==> src/design/dac_pll_test_pkg.sv <==
package dac_pll_test_pkg;

    // Bus geometry
    localparam int ADDR_W   = 12;
    localparam int DATA_W   = 32;
    localparam int STRB_W   = 4;
    localparam int REG_W    = 8;
    localparam int IDX_W    = 10;
    localparam int IDX_LSB  = 2;
    localparam int NUM_REGS = 7;
    localparam int AMP_W    = 7;
    localparam int BAND_W   = 9;
    localparam int DELAY_W  = 2;
    localparam int NIB_W    = 4;

    typedef logic [REG_W-1:0] byte_t;
    typedef logic [IDX_W-1:0] index_t;

    // Register numbers inside the bank
    localparam int SEL_POWER = 0;
    localparam int SEL_PFD   = 1;
    localparam int SEL_AMP   = 2;
    localparam int SEL_BLOW  = 3;
    localparam int SEL_BAND  = 4;
    localparam int SEL_SWEEP = 5;
    localparam int SEL_MACH  = 6;

    // Register indices; byte address is four times the index
    localparam index_t IDX_POWER_OVERRIDE = 10'h1b0;
    localparam index_t IDX_PHASE_DETECTOR = 10'h1b1;
    localparam index_t IDX_AMPLITUDE_WORD = 10'h1b2;
    localparam index_t IDX_FORCED_BAND_LO = 10'h1b3;
    localparam index_t IDX_BAND_FORCE_CAL = 10'h1b4;
    localparam index_t IDX_SWEEP_START    = 10'h1b5;
    localparam index_t IDX_MACHINE_CTRL   = 10'h1b9;

    localparam index_t REG_INDEX [NUM_REGS] = '{
        IDX_POWER_OVERRIDE, IDX_PHASE_DETECTOR, IDX_AMPLITUDE_WORD,
        IDX_FORCED_BAND_LO, IDX_BAND_FORCE_CAL, IDX_SWEEP_START, IDX_MACHINE_CTRL};
    localparam byte_t REG_RESET [NUM_REGS] = '{
        8'hfa, 8'h04, 8'h00, 8'h00, 8'h78, 8'h80, 8'h20};
    localparam byte_t REG_WMASK [NUM_REGS] = '{
        8'hfa, 8'h0e, 8'hff, 8'hff, 8'hfb, 8'hf0, 8'h20};
    localparam byte_t REG_RMASK [NUM_REGS] = '{
        8'hfa, 8'h0e, 8'h80, 8'h00, 8'hfa, 8'hf0, 8'h20};

    // Field positions
    localparam int BIT_OSC_CORE   = 7;
    localparam int BIT_OSC_BIAS   = 6;
    localparam int BIT_OSC_LEVEL  = 5;
    localparam int BIT_SYNTH      = 4;
    localparam int BIT_REGULATOR  = 3;
    localparam int BIT_CLOCK_GEN  = 1;
    localparam int PHASE_DETECTOR_DELAY_LSB  = 2;
    localparam int BIT_PHASE_DETECTOR_EDGE_SELECT   = 1;
    localparam int BIT_AMP_FORCE  = 7;
    localparam int BIT_LOAD_BYP   = 7;
    localparam int CAL_OFFSET_LSB = 3;
    localparam int BIT_BAND_FORCE = 1;
    localparam int BIT_BAND_TOP   = 0;
    localparam int SWEEP_LSB      = 4;
    localparam int BIT_MACHINE_EN = 5;

    // Power-down state after reset
    localparam logic PD_RESET = 1'h1;

    localparam logic [1:0] RESP_OKAY   = 2'h0;
    localparam logic [1:0] RESP_SLVERR = 2'h2;

endpackage : dac_pll_test_pkg

==> src/design/override_select.sv <==
`timescale 1ns/10ps
module override_select #(
    parameter int         W       = 1,
    parameter logic [W-1:0] RST_VAL = '0
) (
    // Clock and reset
    input  wire logic         clk,
    input  wire logic         sys_rst,
    // Selection
    input  wire logic         forceEn,
    input  wire logic [W-1:0] forcedVal,
    input  wire logic [W-1:0] autoVal,
    // Applied value
    output logic      [W-1:0] applied
);
    always_ff @(posedge clk) begin
        if (sys_rst) begin
            applied <= RST_VAL;
        end else begin
            applied <= forceEn ? forcedVal : autoVal;
        end
    end
endmodule : override_select

==> src/design/axil_write_join.sv <==
`timescale 1ns/10ps
module axil_write_join
    import dac_pll_test_pkg::*;
(
    // Clock and reset
    input  wire logic                            clk,
    input  wire logic                            sys_rst,
    // Write address and data channels
    input  wire logic                            awvalid,
    output logic                                 awready,
    input  wire logic [dac_pll_test_pkg::ADDR_W-1:0] awaddr,
    input  wire logic                            wvalid,
    output logic                                 wready,
    input  wire logic [dac_pll_test_pkg::DATA_W-1:0] wdata,
    input  wire logic [dac_pll_test_pkg::STRB_W-1:0] wstrb,
    // Joined write
    input  wire logic                            respBusy,
    output logic                                 wrFire,
    output logic [dac_pll_test_pkg::ADDR_W-1:0]  wrAddr,
    output logic [dac_pll_test_pkg::DATA_W-1:0]  wrData,
    output logic [dac_pll_test_pkg::STRB_W-1:0]  wrStrb
);
    import dac_pll_test_pkg::*;

    assign wrFire = !awready && !wready && !respBusy;

    // Address side
    always_ff @(posedge clk) begin
        if (sys_rst) begin
            awready <= 1'h1;
            wrAddr  <= '0;
        end else if (awvalid && awready) begin
            awready <= 1'h0;
            wrAddr  <= awaddr;
        end else if (wrFire) begin
            awready <= 1'h1;
        end
    end

    // Data side
    always_ff @(posedge clk) begin
        if (sys_rst) begin
            wready <= 1'h1;
            wrData <= '0;
            wrStrb <= '0;
        end else if (wvalid && wready) begin
            wready <= 1'h0;
            wrData <= wdata;
            wrStrb <= wstrb;
        end else if (wrFire) begin
            wready <= 1'h1;
        end
    end
endmodule : axil_write_join

==> src/design/dac_pll_test_control_regs.sv <==
// Notes on behaviour
// - Manual mode: bit 7 powers VCO down.
// - Manual mode: bit 6 powers bias down.
// - Manual mode: bit 5 powers level loop down.
// - Manual mode: bit 4 powers synthesizer down.
// - Manual mode: bit 3 powers regulator down.
// - Manual mode: bit 1 powers clock generator down.
// - Amplitude force bit selects written word.
// - Band force bit selects written band.
// - Forced band is low byte plus top bit.
// - Bits 6:3 give calibration start offset.
// - Bits 7:4 give amplitude sweep start.
// - Machine enable, reset one, blocks manual bits.
`timescale 1ns/10ps
module dac_pll_test_control_regs
    import dac_pll_test_pkg::*;
(
    // Clock and reset
    input  wire logic                                clk,
    input  wire logic                                sys_rst,
    // AXI4-Lite write address
    input  wire logic                                awvalid,
    output logic                                     awready,
    input  wire logic [dac_pll_test_pkg::ADDR_W-1:0] awaddr,
    // AXI4-Lite write data
    input  wire logic                                wvalid,
    output logic                                     wready,
    input  wire logic [dac_pll_test_pkg::DATA_W-1:0] wdata,
    input  wire logic [dac_pll_test_pkg::STRB_W-1:0] wstrb,
    // AXI4-Lite write response
    output logic                                     bvalid,
    input  wire logic                                bready,
    output logic [1:0]                               bresp,
    // AXI4-Lite read address
    input  wire logic                                arvalid,
    output logic                                     arready,
    input  wire logic [dac_pll_test_pkg::ADDR_W-1:0] araddr,
    // AXI4-Lite read data
    output logic                                     rvalid,
    input  wire logic                                rready,
    output logic [dac_pll_test_pkg::DATA_W-1:0]      rdata,
    output logic [1:0]                               rresp,
    // Requests from the automatic power machine
    input  wire logic                                autoOscCorePowerdown,
    input  wire logic                                autoOscBiasPowerdown,
    input  wire logic                                autoOscLevelLoopPowerdown,
    input  wire logic                                autoSynthesizerPowerdown,
    input  wire logic                                autoRegulatorPowerdown,
    input  wire logic                                autoClockGeneratorPowerdown,
    // Calibration results
    input  wire logic [dac_pll_test_pkg::AMP_W-1:0]  autoAmplitudeWord,
    input  wire logic [dac_pll_test_pkg::BAND_W-1:0] autoTuningBand,
    // Applied power-down controls
    output logic                                     oscCorePowerdown,
    output logic                                     oscBiasPowerdown,
    output logic                                     oscLevelLoopPowerdown,
    output logic                                     synthesizerPowerdown,
    output logic                                     regulatorPowerdown,
    output logic                                     clockGeneratorPowerdown,
    // Loop and calibration controls
    output logic                                     powerMachineEnable,
    output logic [dac_pll_test_pkg::DELAY_W-1:0]     phaseDetectorDelay,
    output logic                                     phaseDetectorEdgeSelect,
    output logic                                     loadDelayBypass,
    output logic [dac_pll_test_pkg::AMP_W-1:0]       appliedAmplitudeWord,
    output logic [dac_pll_test_pkg::BAND_W-1:0]      appliedTuningBand,
    output logic [dac_pll_test_pkg::NIB_W-1:0]       oscCalStartOffset,
    output logic [dac_pll_test_pkg::NIB_W-1:0]       amplitudeSweepStartValue
);
    import dac_pll_test_pkg::*;

    byte_t                regFile [NUM_REGS];
    logic                 wrFire;
    logic [ADDR_W-1:0]    wrAddr;
    logic [DATA_W-1:0]    wrData;
    logic [STRB_W-1:0]    wrStrb;
    logic                 wrHit;
    logic [2:0]           wrSel;
    logic                 rdHit;
    logic [2:0]           rdSel;
    logic                 manualMode;
    logic [BAND_W-1:0]    forcedBand;

    // Write address and data join
    axil_write_join u_write_join (
        .clk      (clk),
        .sys_rst  (sys_rst),
        .awvalid  (awvalid),
        .awready  (awready),
        .awaddr   (awaddr),
        .wvalid   (wvalid),
        .wready   (wready),
        .wdata    (wdata),
        .wstrb    (wstrb),
        .respBusy (bvalid),
        .wrFire   (wrFire),
        .wrAddr   (wrAddr),
        .wrData   (wrData),
        .wrStrb   (wrStrb)
    );

    // Address decode, word aligned
    always_comb begin
        wrHit = 1'h0;
        wrSel = 3'h0;
        rdHit = 1'h0;
        rdSel = 3'h0;
        for (int i = 0; i < NUM_REGS; i++) begin
            if (wrAddr[IDX_LSB +: IDX_W] == REG_INDEX[i]) begin
                wrHit = 1'h1;
                wrSel = 3'(i);
            end
            if (araddr[IDX_LSB +: IDX_W] == REG_INDEX[i]) begin
                rdHit = 1'h1;
                rdSel = 3'(i);
            end
        end
    end

    // Register storage, low byte lane only
    // Reserved bits never stored
    always_ff @(posedge clk) begin
        if (sys_rst) begin
            for (int i = 0; i < NUM_REGS; i++) begin
                regFile[i] <= REG_RESET[i];
            end
        end else if (wrFire && wrHit && wrStrb[0]) begin
            regFile[wrSel] <= (regFile[wrSel] & ~REG_WMASK[wrSel])
                            | (wrData[REG_W-1:0] & REG_WMASK[wrSel]);
        end
    end

    // Write response
    always_ff @(posedge clk) begin
        if (sys_rst) begin
            bvalid <= 1'h0;
            bresp  <= RESP_OKAY;
        end else if (wrFire) begin
            bvalid <= 1'h1;
            bresp  <= wrHit ? RESP_OKAY : RESP_SLVERR;
        end else if (bvalid && bready) begin
            bvalid <= 1'h0;
        end
    end

    // Read channel
    // Masked readback hides reserved bits
    always_ff @(posedge clk) begin
        if (sys_rst) begin
            arready <= 1'h1;
            rvalid  <= 1'h0;
            rdata   <= '0;
            rresp   <= RESP_OKAY;
        end else if (arvalid && arready) begin
            arready <= 1'h0;
            rvalid  <= 1'h1;
            rdata   <= '0;
            rresp   <= rdHit ? RESP_OKAY : RESP_SLVERR;
            if (rdHit) begin
                rdata[REG_W-1:0] <= regFile[rdSel] & REG_RMASK[rdSel];
            end
        end else if (rvalid && rready) begin
            rvalid  <= 1'h0;
            arready <= 1'h1;
        end
    end

    // Manual bits act only with machine off
    assign manualMode         = !regFile[SEL_MACH][BIT_MACHINE_EN];
    assign powerMachineEnable = regFile[SEL_MACH][BIT_MACHINE_EN];

    override_select #(.W(1), .RST_VAL(PD_RESET)) u_pd_core (
        .clk       (clk),
        .sys_rst   (sys_rst),
        .forceEn   (manualMode),
        .forcedVal (regFile[SEL_POWER][BIT_OSC_CORE]),
        .autoVal   (autoOscCorePowerdown),
        .applied   (oscCorePowerdown)
    );

    override_select #(.W(1), .RST_VAL(PD_RESET)) u_pd_bias (
        .clk       (clk),
        .sys_rst   (sys_rst),
        .forceEn   (manualMode),
        .forcedVal (regFile[SEL_POWER][BIT_OSC_BIAS]),
        .autoVal   (autoOscBiasPowerdown),
        .applied   (oscBiasPowerdown)
    );

    override_select #(.W(1), .RST_VAL(PD_RESET)) u_pd_level (
        .clk       (clk),
        .sys_rst   (sys_rst),
        .forceEn   (manualMode),
        .forcedVal (regFile[SEL_POWER][BIT_OSC_LEVEL]),
        .autoVal   (autoOscLevelLoopPowerdown),
        .applied   (oscLevelLoopPowerdown)
    );

    override_select #(.W(1), .RST_VAL(PD_RESET)) u_pd_synth (
        .clk       (clk),
        .sys_rst   (sys_rst),
        .forceEn   (manualMode),
        .forcedVal (regFile[SEL_POWER][BIT_SYNTH]),
        .autoVal   (autoSynthesizerPowerdown),
        .applied   (synthesizerPowerdown)
    );

    override_select #(.W(1), .RST_VAL(PD_RESET)) u_pd_regulator (
        .clk       (clk),
        .sys_rst   (sys_rst),
        .forceEn   (manualMode),
        .forcedVal (regFile[SEL_POWER][BIT_REGULATOR]),
        .autoVal   (autoRegulatorPowerdown),
        .applied   (regulatorPowerdown)
    );

    override_select #(.W(1), .RST_VAL(PD_RESET)) u_pd_clock_gen (
        .clk       (clk),
        .sys_rst   (sys_rst),
        .forceEn   (manualMode),
        .forcedVal (regFile[SEL_POWER][BIT_CLOCK_GEN]),
        .autoVal   (autoClockGeneratorPowerdown),
        .applied   (clockGeneratorPowerdown)
    );

    override_select #(.W(AMP_W), .RST_VAL('0)) u_amp_word (
        .clk       (clk),
        .sys_rst   (sys_rst),
        .forceEn   (regFile[SEL_AMP][BIT_AMP_FORCE]),
        .forcedVal (regFile[SEL_AMP][AMP_W-1:0]),
        .autoVal   (autoAmplitudeWord),
        .applied   (appliedAmplitudeWord)
    );

    // Band from low byte and top bit
    assign forcedBand = {regFile[SEL_BAND][BIT_BAND_TOP], regFile[SEL_BLOW]};

    override_select #(.W(BAND_W), .RST_VAL('0)) u_band (
        .clk       (clk),
        .sys_rst   (sys_rst),
        .forceEn   (regFile[SEL_BAND][BIT_BAND_FORCE]),
        .forcedVal (forcedBand),
        .autoVal   (autoTuningBand),
        .applied   (appliedTuningBand)
    );

    // Direct register fields
    assign phaseDetectorDelay      = regFile[SEL_PFD][PHASE_DETECTOR_DELAY_LSB +: DELAY_W];
    assign phaseDetectorEdgeSelect = regFile[SEL_PFD][BIT_PHASE_DETECTOR_EDGE_SELECT];
    assign loadDelayBypass         = regFile[SEL_BAND][BIT_LOAD_BYP];
    assign oscCalStartOffset       = regFile[SEL_BAND][CAL_OFFSET_LSB +: NIB_W];
    assign amplitudeSweepStartValue = regFile[SEL_SWEEP][SWEEP_LSB +: NIB_W];
endmodule : dac_pll_test_control_regs

==> config.mk <==
export PLATFORM = sky130hd
export DESIGN_NAME = dac_pll_test_control_regs
export DESIGN_NICKNAME = d
export VERILOG_FILES = /design/src/design/dac_pll_test_pkg.sv /design/src/design/override_select.sv /design/src/design/axil_write_join.sv /design/src/design/dac_pll_test_control_regs.sv
export SDC_FILE = /design/constraint.sdc
export NUM_CORES = 1
export LEC_CHECK = 0
export BUFFER_PORTS_ARGS = -buffer_cell sky130_fd_sc_hd__buf_2
export CORE_MARGIN = 8
export CORE_UTILIZATION = 46
export CTS_CLUSTER_SIZE = 8
export DETAILED_ROUTE_END_ITERATION = 10
export GPL_TIMING_DRIVEN = 0
export HOLD_SLACK_MARGIN = 0.02
export PLACE_DENSITY = 0.74
export SLEW_MARGIN = 20
export SYNTH_ARGS = -nofsm -noshare
export SYNTH_HDL_FRONTEND = slang
export SYNTH_SLANG_ARGS = --single-unit
==> constraint.sdc <==
create_clock -name clk -period 2.57 [get_ports clk]
set_input_delay 0.257 -clock clk [delete_from_list [all_inputs] [get_ports clk]]
set_output_delay 0.257 -clock clk [all_outputs]
set_load 0.02 [all_outputs]
Word-level counts from Yosys, hierarchy flattened. Memory sizes are Yosys's and may differ from the RTL's. Cells that the tools add are included.

Order comparisons: 2. Eq/ne operators: 14. Mux-type cells: 58. Bitwise logic cells: 7. Reduce and logical (&&, ||, !) cells: 17.

Operator list (number): $eq 10x9->1 const B (14); $mux 8 (6); $mux 1 (37); $mux 3 (11); $and 8x8->8 (3); $logic_and 1x1->1 (9); $mux 9 (1); $ge 4x4->1 const B (2); $not 3->4 (2); $not 8->8 (1); $or 8x8->8 (1); $reduce_bool 2->1 (4); $reduce_or 8->1 (1); $mux 7 (1); $mux 2 (2); $logic_not 1->1 (3).

Flip-flop bits (word level): 60. Bits in writable memories: 56. Memory bits (read-only): 128. Bits of input ports: 89. Output and inout port bits: 76. Word-level logic and storage cells: 120. Memories: 3.

Memory list: (name not given) (depth 8, bits a word 8, read ports 1, clocked after memory_dff 0, wr ports 0, RTL line dac_pll_test_control_regs.sv:160) `rdata[REG_W-1:0] <= regFile[rdSel] & REG_RMASK[rdSel];`; (name not given) (depth 8, bits a word 8, read ports 1, clocked after memory_dff 0, wr ports 0, RTL line dac_pll_test_control_regs.sv:129) `| (wrData[REG_W-1:0] & REG_WMASK[wrSel]);`; regFile (depth 7, bits a word 8, read ports 9, clocked after memory_dff 0, wr ports 7, RTL line dac_pll_test_control_regs.sv:72) `byte_t regFile [NUM_REGS];`.

Depth between registers and ports, before layout. Gate-level depths: netlist (run 1).

Depth in word-level cells: 15. Depth in mapped cells: 7. Mapped depth without buffers: 5.

Modules after synthesis. Synthesis (run 1) repeated with hierarchy kept, for this count alone.

Cells, all modules: 651. Area, all modules: 6816.5 um^2.

Modules (own cells, without submodules): dac_pll_test_control_regs (instances 1, cells an instance 355, area each 3672.3 um^2, seq. area each 1901.8 um^2); axil_write_join (instances 1, cells an instance 227, area each 2367.3 um^2, seq. area each 1001.0 um^2); override_select (u_band) (instances 1, cells an instance 29, area each 319.1 um^2, seq. area each 180.2 um^2); override_select (u_amp_word) (instances 1, cells an instance 22, area each 247.7 um^2, seq. area each 140.1 um^2); override_select (u_pd_bias ...) (instances 6, cells an instance 3, area each 35.0 um^2, seq. area each 20.0 um^2).

Least setup slack after synthesis (run 1). OpenSTA, ideal clock, no wires.

Path kind: register to register. Start point: register u_write_join.awready. End point: memory regFile[2][0] (netlist bit) (enable). Setup time: 334 ps. Arrival: 1704 ps. Data required time: 2236 ps. Setup slack: 532 ps. Stages on the path, launching flop included: 6. Path buffers: 0. Period minus slack after synthesis: 2038 ps. Path through: dfxtp_1 > or3_4 > nor4_4 > and2_1 > nand3_2 > nand2b_1.

RTL lines: start: declaration (RTL line axil_write_join.sv:10) `output logic awready,`; start signal: assignment (RTL line axil_write_join.sv:30) `awready <= 1'h1;`; start signal: assignment (RTL line axil_write_join.sv:33) `awready <= 1'h0;`; start signal: assignment (RTL line axil_write_join.sv:36) `awready <= 1'h1;`; end: declaration (RTL line dac_pll_test_control_regs.sv:72).

==> summary.md, run 1 <==
| Metric | Value |
|---|---|
| Synth top area share | 0.283 |
| WS Path Type | reg -> reg |
| Cells after synthesis | 519 |
| Synthesis-to-finish area growth | 18.7% |
| # DRC | 0 |
| Startpoint types | register |
| DRT Pass-1 Iters | 5 |
| RSZ-0062 raised after global routing | false |
| Post-DP HPWL | 10200 um |
| Finished Layout Cells | 803 |
| Max incr delay on CP | 0.60 ns |
| Cell taking the most area after synthesis | edfxtp_1 |
| Final Setup Violations | 0 |
| Leakage | 2.47 nW |
| Ant. Diodes | 0 |
| Cells along the critical path | buf_2, nand4b_1, or2_2, nor2_1, mux2i_1, a21oi_1 |
| Inst Count DP | 787 |
| Die ar. | 14700 sq um |
| Post-synth cell types | 59 |
| Peak VDD IR | 0.248 mV |
| Post-synth top flop | dfxtp_1 |
| Worst-Margin Slew | 0.791 ns |
| Yosys warns | 0 |
| Placement Setup Slack | 0.0628 ns |
| Fraction of the yosys area taken by sequential cells | 0.530 |
| Most numerous cell in the Yosys netlist | nor2_1 |
| Drt wl/cell | 16.3 um |
| Top cells by area, synth | edfxtp_1 (28%), dfxtp_1 (25%), buf_4 (5.5%) |
| Std-Cell Rows | 38 |
| Via count | 4056 |
| WHS Endpoint | u_write_join.awready |
| DRT iter0 DRCs | 233 |
| Largest net degree at the start of global routing | 18 |
| Cts hold-fix bufs | 0 |
| Register area | 2700 sq um |
| Max Root-Sink Buffers | 2 |
| Worst setup EP type | register |
| Clock transition at path regs | 0.10 ns |
| Worst-path fanout max | 9 |
| Max Clk Rate | 417 MHz |
| WL final | 13100 um |
| First-pass GRT wire length | 20700 um |
| Area occupied by multi-input gates | 2060 sq um |
| Min-delay src | awvalid |
| Remaining Overflow, GRT | 0 |
| Ys async rst share | 0 |
| Power density over cell area | 547 nW/um^2 |
| Fraction of layout instances using a drive strength above 1 | 0.276 |
| Routed vias/inst | 5.05 |
| Fin Clk Skew | 0.0149 ns |
| H-tree levels | 3 |
| Final worst setup slack | 0.174 ns |
| Worst flop-to-flop path startpoint | u_write_join.wrAddr[2] |
| CTS tree | done |
| R2r worst-path depth | 6 |
| Num ports | 165 |
| # port buffers | 102 |
| Worst-Skew Late Latency | 0.38 ns |
| Vias in the first global route | 4109 |
| Slowest stage cell, crit path | mux2i_1 |
| Fin. max-slew vios | 0 |
| Synth Cell Area | 5100 sq um |
| Worst Path Required | 2.68 ns |
| Final Cycle Share | 0.932 |
| Hold path cells | 2 |
| Slew headroom | 0.457 |
| Crit path buffers/inverters | 1 |
| Crit path time final | 2.40 ns |
| Post-synth EDFFs | 48 |
| Final Hold Viols | 0 |
| # nets final | 747 |
| Pwr Total | 3.31 mW |
| Crit path max-delay family | simple AND/OR/NAND/NOR gates |
| Mean Syn Cell Area | 9.82 sq um |
| Number of max-cap violations | 0 |
| WP data arrival | 2.51 ns |
| FF-to-FF setup slack | 0.17 ns |
| Core Region | 10800 sq um |
| Outcome | finished, final reports clean |
| CTS Sinks | 111 |
| Setup TNS | 0 ns |
| Reg-to-Reg End | regFile[3][7] |
| Routability cong. | 0.852 |
| Cts bufs inserted | 9 |
| FILL cells | 980 |
| Initial antenna violation count | 0 |
| Root buf cell | clkbuf_8 |
| Total track usage | 0.178 |
| Worst min path class | in -> reg |
| Yosys reg bits | 111 |
| Remaining antenna violation count after routing | 0 |
| Worst Hold Margin | 0.0850 ns |
| Starting Density | 0.470 |
| Die Ht | 121 um |
| Most frequent cells after synthesis | nor2_1 (68), dfxtp_1 (63), nand2_1 (56) |
| Horiz. Die Dim | 121 um |
==> worst reg2reg max path: stages (launching register included) <==
cell	delay [ns]
dfxtp_1	0.31
buf_2	0.20
nand4b_1	0.17
or2_2	0.34
nor2_1	0.37
mux2i_1	0.60
a21oi_1	0.14
==> through the flow <==
stage	utilization	instance area (sq um)
after floorplan	-	5190
after global placement	0.542	5880
after detailed placement	0.542	5880
after CTS	0.557	6040
after global routing	0.558	6050
final	0.558	6050
==> placed cells by master (no fill, tap or decap), types with 15 or more instances in the layout <==
cell      instances
nand3_1          15
nor2_1           68
dfxtp_1          63
edfxtp_1         48
mux2i_1          22
conb_1           27
buf_2           109
buf_4            37
clkbuf_1         17
nand2_1          56
nor2b_1          19
a21oi_1          42
==> worst max path at each step <==
stage,start,end,slack [ns],cells past startpoint
finish,u_write_join.wrAddr[2],regFile[3][7],0.17,6
global route,u_write_join.wrAddr[2],regFile[3][7],0.006,6
CTS,u_write_join.wrAddr[5],regFile[0][6],0.05,5
detailed placement,u_write_join.wrAddr[5],regFile[0][6],0.06,5
global placement,u_write_join.wrAddr[5],regFile[1][6],0.13,5
floorplan,u_write_join.awready,regFile[2][0],0.53,5
==> layout make-up <==
cell class / instances / share of cell area
sequential: 111 / 0.447
multi-input combinational: 357 / 0.341
timing repair buffer: 102 / 0.0844
buffer: 66 / 0.0654
tap: 140 / 0.0290
clock buffer: 9 / 0.0205
inverter: 11 / 0.00683
clock inverter: 7 / 0.00641
==> sequential cells by signal, indices dropped and copies added, names as in the netlist <==
register and count:
arready 1, bresp 1, bvalid 1, rdata 7
regFile 56, rresp 1, rvalid 1, u_amp_word.applied 7
u_band.applied 9, u_pd_bias.applied 1, u_pd_clock_gen.applied 1, u_pd_core.applied 1
u_pd_level.applied 1, u_pd_regulator.applied 1, u_pd_synth.applied 1, u_write_join.awready 1
u_write_join.wrAddr 10, u_write_join.wrData 8, u_write_join.wrStrb 1, u_write_join.wready 1
==> per-layer routing <==
layer  share of wire  track usage  vias to the layer above
li1                -            -                     2017
met1            0.42        0.212                     1885
met2            0.50        0.302                      137
met3           0.068       0.0437                       17
met4           0.020       0.0756                        0
met5               0            0                        -
==> where the power goes <==
part / switching, mW / internal [mW]
clock network: 0.591 / 0.345
logic: 0.277 / 0.166
registers: 0.0326 / 1.90
total: 0.902 / 2.41
==> what timing repair did <==
item,in CTS,in global routing
setup buffers,0,0
endpoints found under the setup margin,0,9
resized for setup,0,2
endpoints found under the hold margin,0,0
==> kinds of logic (layout without fill, tap and decap cells) <==
kind of cell / count (synthesis) / count (layout) / synth area share
muxes: 31 / 31 / 0.0626
buffers and inverters: 77 / 195 / 0.0857
and+or+nand+nor: 209 / 209 / 0.204
DFF: 111 / 111 / 0.530
other: 1 / 27 / 0.000736
AOI/OAI and AO/OA: 90 / 90 / 0.117
Power figures use the tool's default switching activity.
==> run 2: changes to the inputs <==
- ABC_AREA: not set -> 1
- PLACE_DENSITY: 0.74 -> 0.72
- RECOVER_POWER: not set -> 50
- SYNTH_HIERARCHICAL: not set -> 1
==> run 2 against run 1 <==
  * Clock skew shrank 0.0066 ns
  * Clock power rose by 130%
  * Routed wire length fell by 3.0%
  * Cell count is 26% higher
  * Worst setup slack better by 0.017 ns
  * Register-to-register slack gained 0.02 ns
  * Critical endpoint is now regFile[3][6]
  * Die area is 6.4% higher
  * Sequential cell count up 2
  * Via count up 12%
==> summary.md, run 2 <==
| Metric | Value |
|---|---|
| Outcome | finished, final reports clean |
| # port buffers | 105 |
| Post-CTS sizing | 0 |
| WP data arrival | 2.45 ns |
| Cts bufs inserted | 17 |
| Max Clk Rate | 420 MHz |
| Post-DP HPWL | 9480 um |
| Part of the power in combinational logic | 0.090 |
| Sw Share | 0.234 |
| Core Region | 11800 sq um |
| Std-Cell Rows | 40 |
| Reg with most FFs | regFile |
| Routability cong. | 0.893 |
| Number of max-cap violations | 0 |
| Power density over cell area | 681 nW/um^2 |
| CTS tree | done |
| Internal power | 3.51 mW |
| Num ports | 165 |
| Leakage | 3.24 nW |
| Worst Path Required | 2.64 ns |
| Via count | 4559 |
| Max incr delay on CP | 0.34 ns |
| Horiz. Die Dim | 125 um |
| Fin Clk Skew | 0.00836 ns |
| Peak VDD IR | 0.291 mV |
| Switch Pwr | 1.07 mW |
| Worst flop-to-flop path startpoint | u_write_join/wrAddr[6] |
| Worst-path fanout max | 10 |
| Root buf cell | clkbuf_16 |
| First-pass GRT wire length | 20500 um |
| Slowest stage cell, crit path | dfxtp_1 |
| Crit path buffers/inverters | 2 |
| Starting Density | 0.464 |
| Final Cycle Share | 0.926 |
| Crit-path most repeated cell | nand2_1 |
| H-tree levels | 4 |
| Reg power frac | 0.435 |
| Largest net degree at the start of global routing | 17 |
| Worst setup EP type | register |
| Clock transition at path regs | 0.05 ns |
| Worst min path class | in -> reg |
| Fin. max-slew vios | 0 |
| Slew headroom | 0.589 |
| Most common cell after layout, fill and taps aside | nand2_1 |
| Fraction of layout instances using a drive strength above 1 | 0.185 |
| DRT iter0 DRCs | 383 |
| Die ar. | 15700 sq um |
| # DRC | 0 |
| Setup TNS | 0 ns |
| Core Util, Final | 0.569 |
| Drt wl/cell | 12.6 um |
| Pwr Total | 4.58 mW |
| Worst Setup SP | u_write_join/wrAddr[6] |
| Yosys warns | 6 |
| Mean Syn Cell Area | 7.82 sq um |
| CTS Sinks | 113 |
| Vias in the first global route | 4382 |
| Synthesis-to-finish area growth | 22.8% |
| Final Setup Violations | 0 |
| Remaining antenna violation count after routing | 0 |
| Max Root-Sink Buffers | 2 |
| DRT Pass-1 Iters | 5 |
| Die Ht | 125 um |
| Crit path max-delay family | simple AND/OR/NAND/NOR gates |
| Routed vias/inst | 4.50 |
| Final Hold Viols | 0 |
| Startpoint types | register |
| Crit path time final | 2.38 ns |
| Worst-Skew Late Latency | 0.41 ns |
| Initial antenna violation count | 0 |
| Largest regs | regFile x58, u_write_join/wrAddr x10, u_band/applied x9 |
| Remaining Overflow, GRT | 0 |
| Largest register FFs | 58 |
| Clock Power Share | 0.476 |
| Total track usage | 0.164 |
| Postcts setup bufs | 0 |
| Worst-Margin Slew | 0.616 ns |
| WS Path Type | reg -> reg |
| Cells along the critical path | inv_1, nor2_1, nand2_1, nor2_2, nand2_1, nand2_2, inv_2, o21ai_2, nand3_2, nand2_1 |
| Cts hold-fix bufs | 0 |
| Min-delay src | autoRegulatorPowerdown |
| Cells after synthesis | 700 |
| Ant. Diodes | 0 |
| WL final | 12700 um |
| Synth Cell Area | 5480 sq um |
| # nets final | 941 |
| RSZ-0062 raised after global routing | false |
| Most frequent cells in the layout | nand2_1 (167), nor2_1 (129), inv_1 (111) |
==> run 2: metrics by stage <==
step           worst slack (ns)  hold slack [ns]  cells  area, sq um
2_1_floorplan             0.653            0.362    728         5580
3_3_place_gp              0.176            0.412    980         6290
3_5_place_dp              0.149            0.415    980         6290
4_1_cts                   0.186           0.0309   1012         6850
5_1_grt                  0.0297           0.0431   1012         6720
6_report                  0.190           0.0501   1012         6720
==> run 2: tightest hold or removal path: stages <==
cell	delay, ns
buf_2	0.08
nand2_2	0.05
nand3_2	0.04
==> run 2: worst paths after layout <==
check / to / slack, ns / depth (start not counted)
worst max-delay path: regFile[3][6] / 0.19 / 10
worst min-delay path: u_pd_regulator/applied / 0.05 / 3
worst min register to register: regFile[6][7] / 0.43 / 2
worst max register to register: regFile[3][6] / 0.19 / 10
==> run 2: power by group through the flow <==
stage | Combinational (mW) | Clock [mW] | Sequential (mW)
2_1_floorplan | 0.264 | 0 | 2.05
3_3_place_gp | 0.420 | 0 | 2.02
3_5_place_dp | 0.425 | 0 | 2.02
4_1_cts | 0.428 | 2.21 | 1.99
5_1_grt | 0.460 | 2.29 | 2.00
6_report | 0.410 | 2.18 | 1.99
==> run 2: layout make-up <==
cell class,instances,area [sq um]
fillers,1157,5090
flip-flops and latches,113,2760
multi-input cells,444,1950
clock buffers,27,534
well taps,147,184
repair buffers,105,467
clock inverters,5,27.5
plain buffers,55,364
inverters,116,435
==> run 2: routing by layer <==
layer / vias to the layer above / track usage / part of all wire
met1: 1967 / 0.193 / 0.43
met2: 181 / 0.259 / 0.45
li1: 2384 / - / -
met4: 0 / 0.0759 / 0.027
met3: 27 / 0.0633 / 0.084
met5: - / 0 / 0
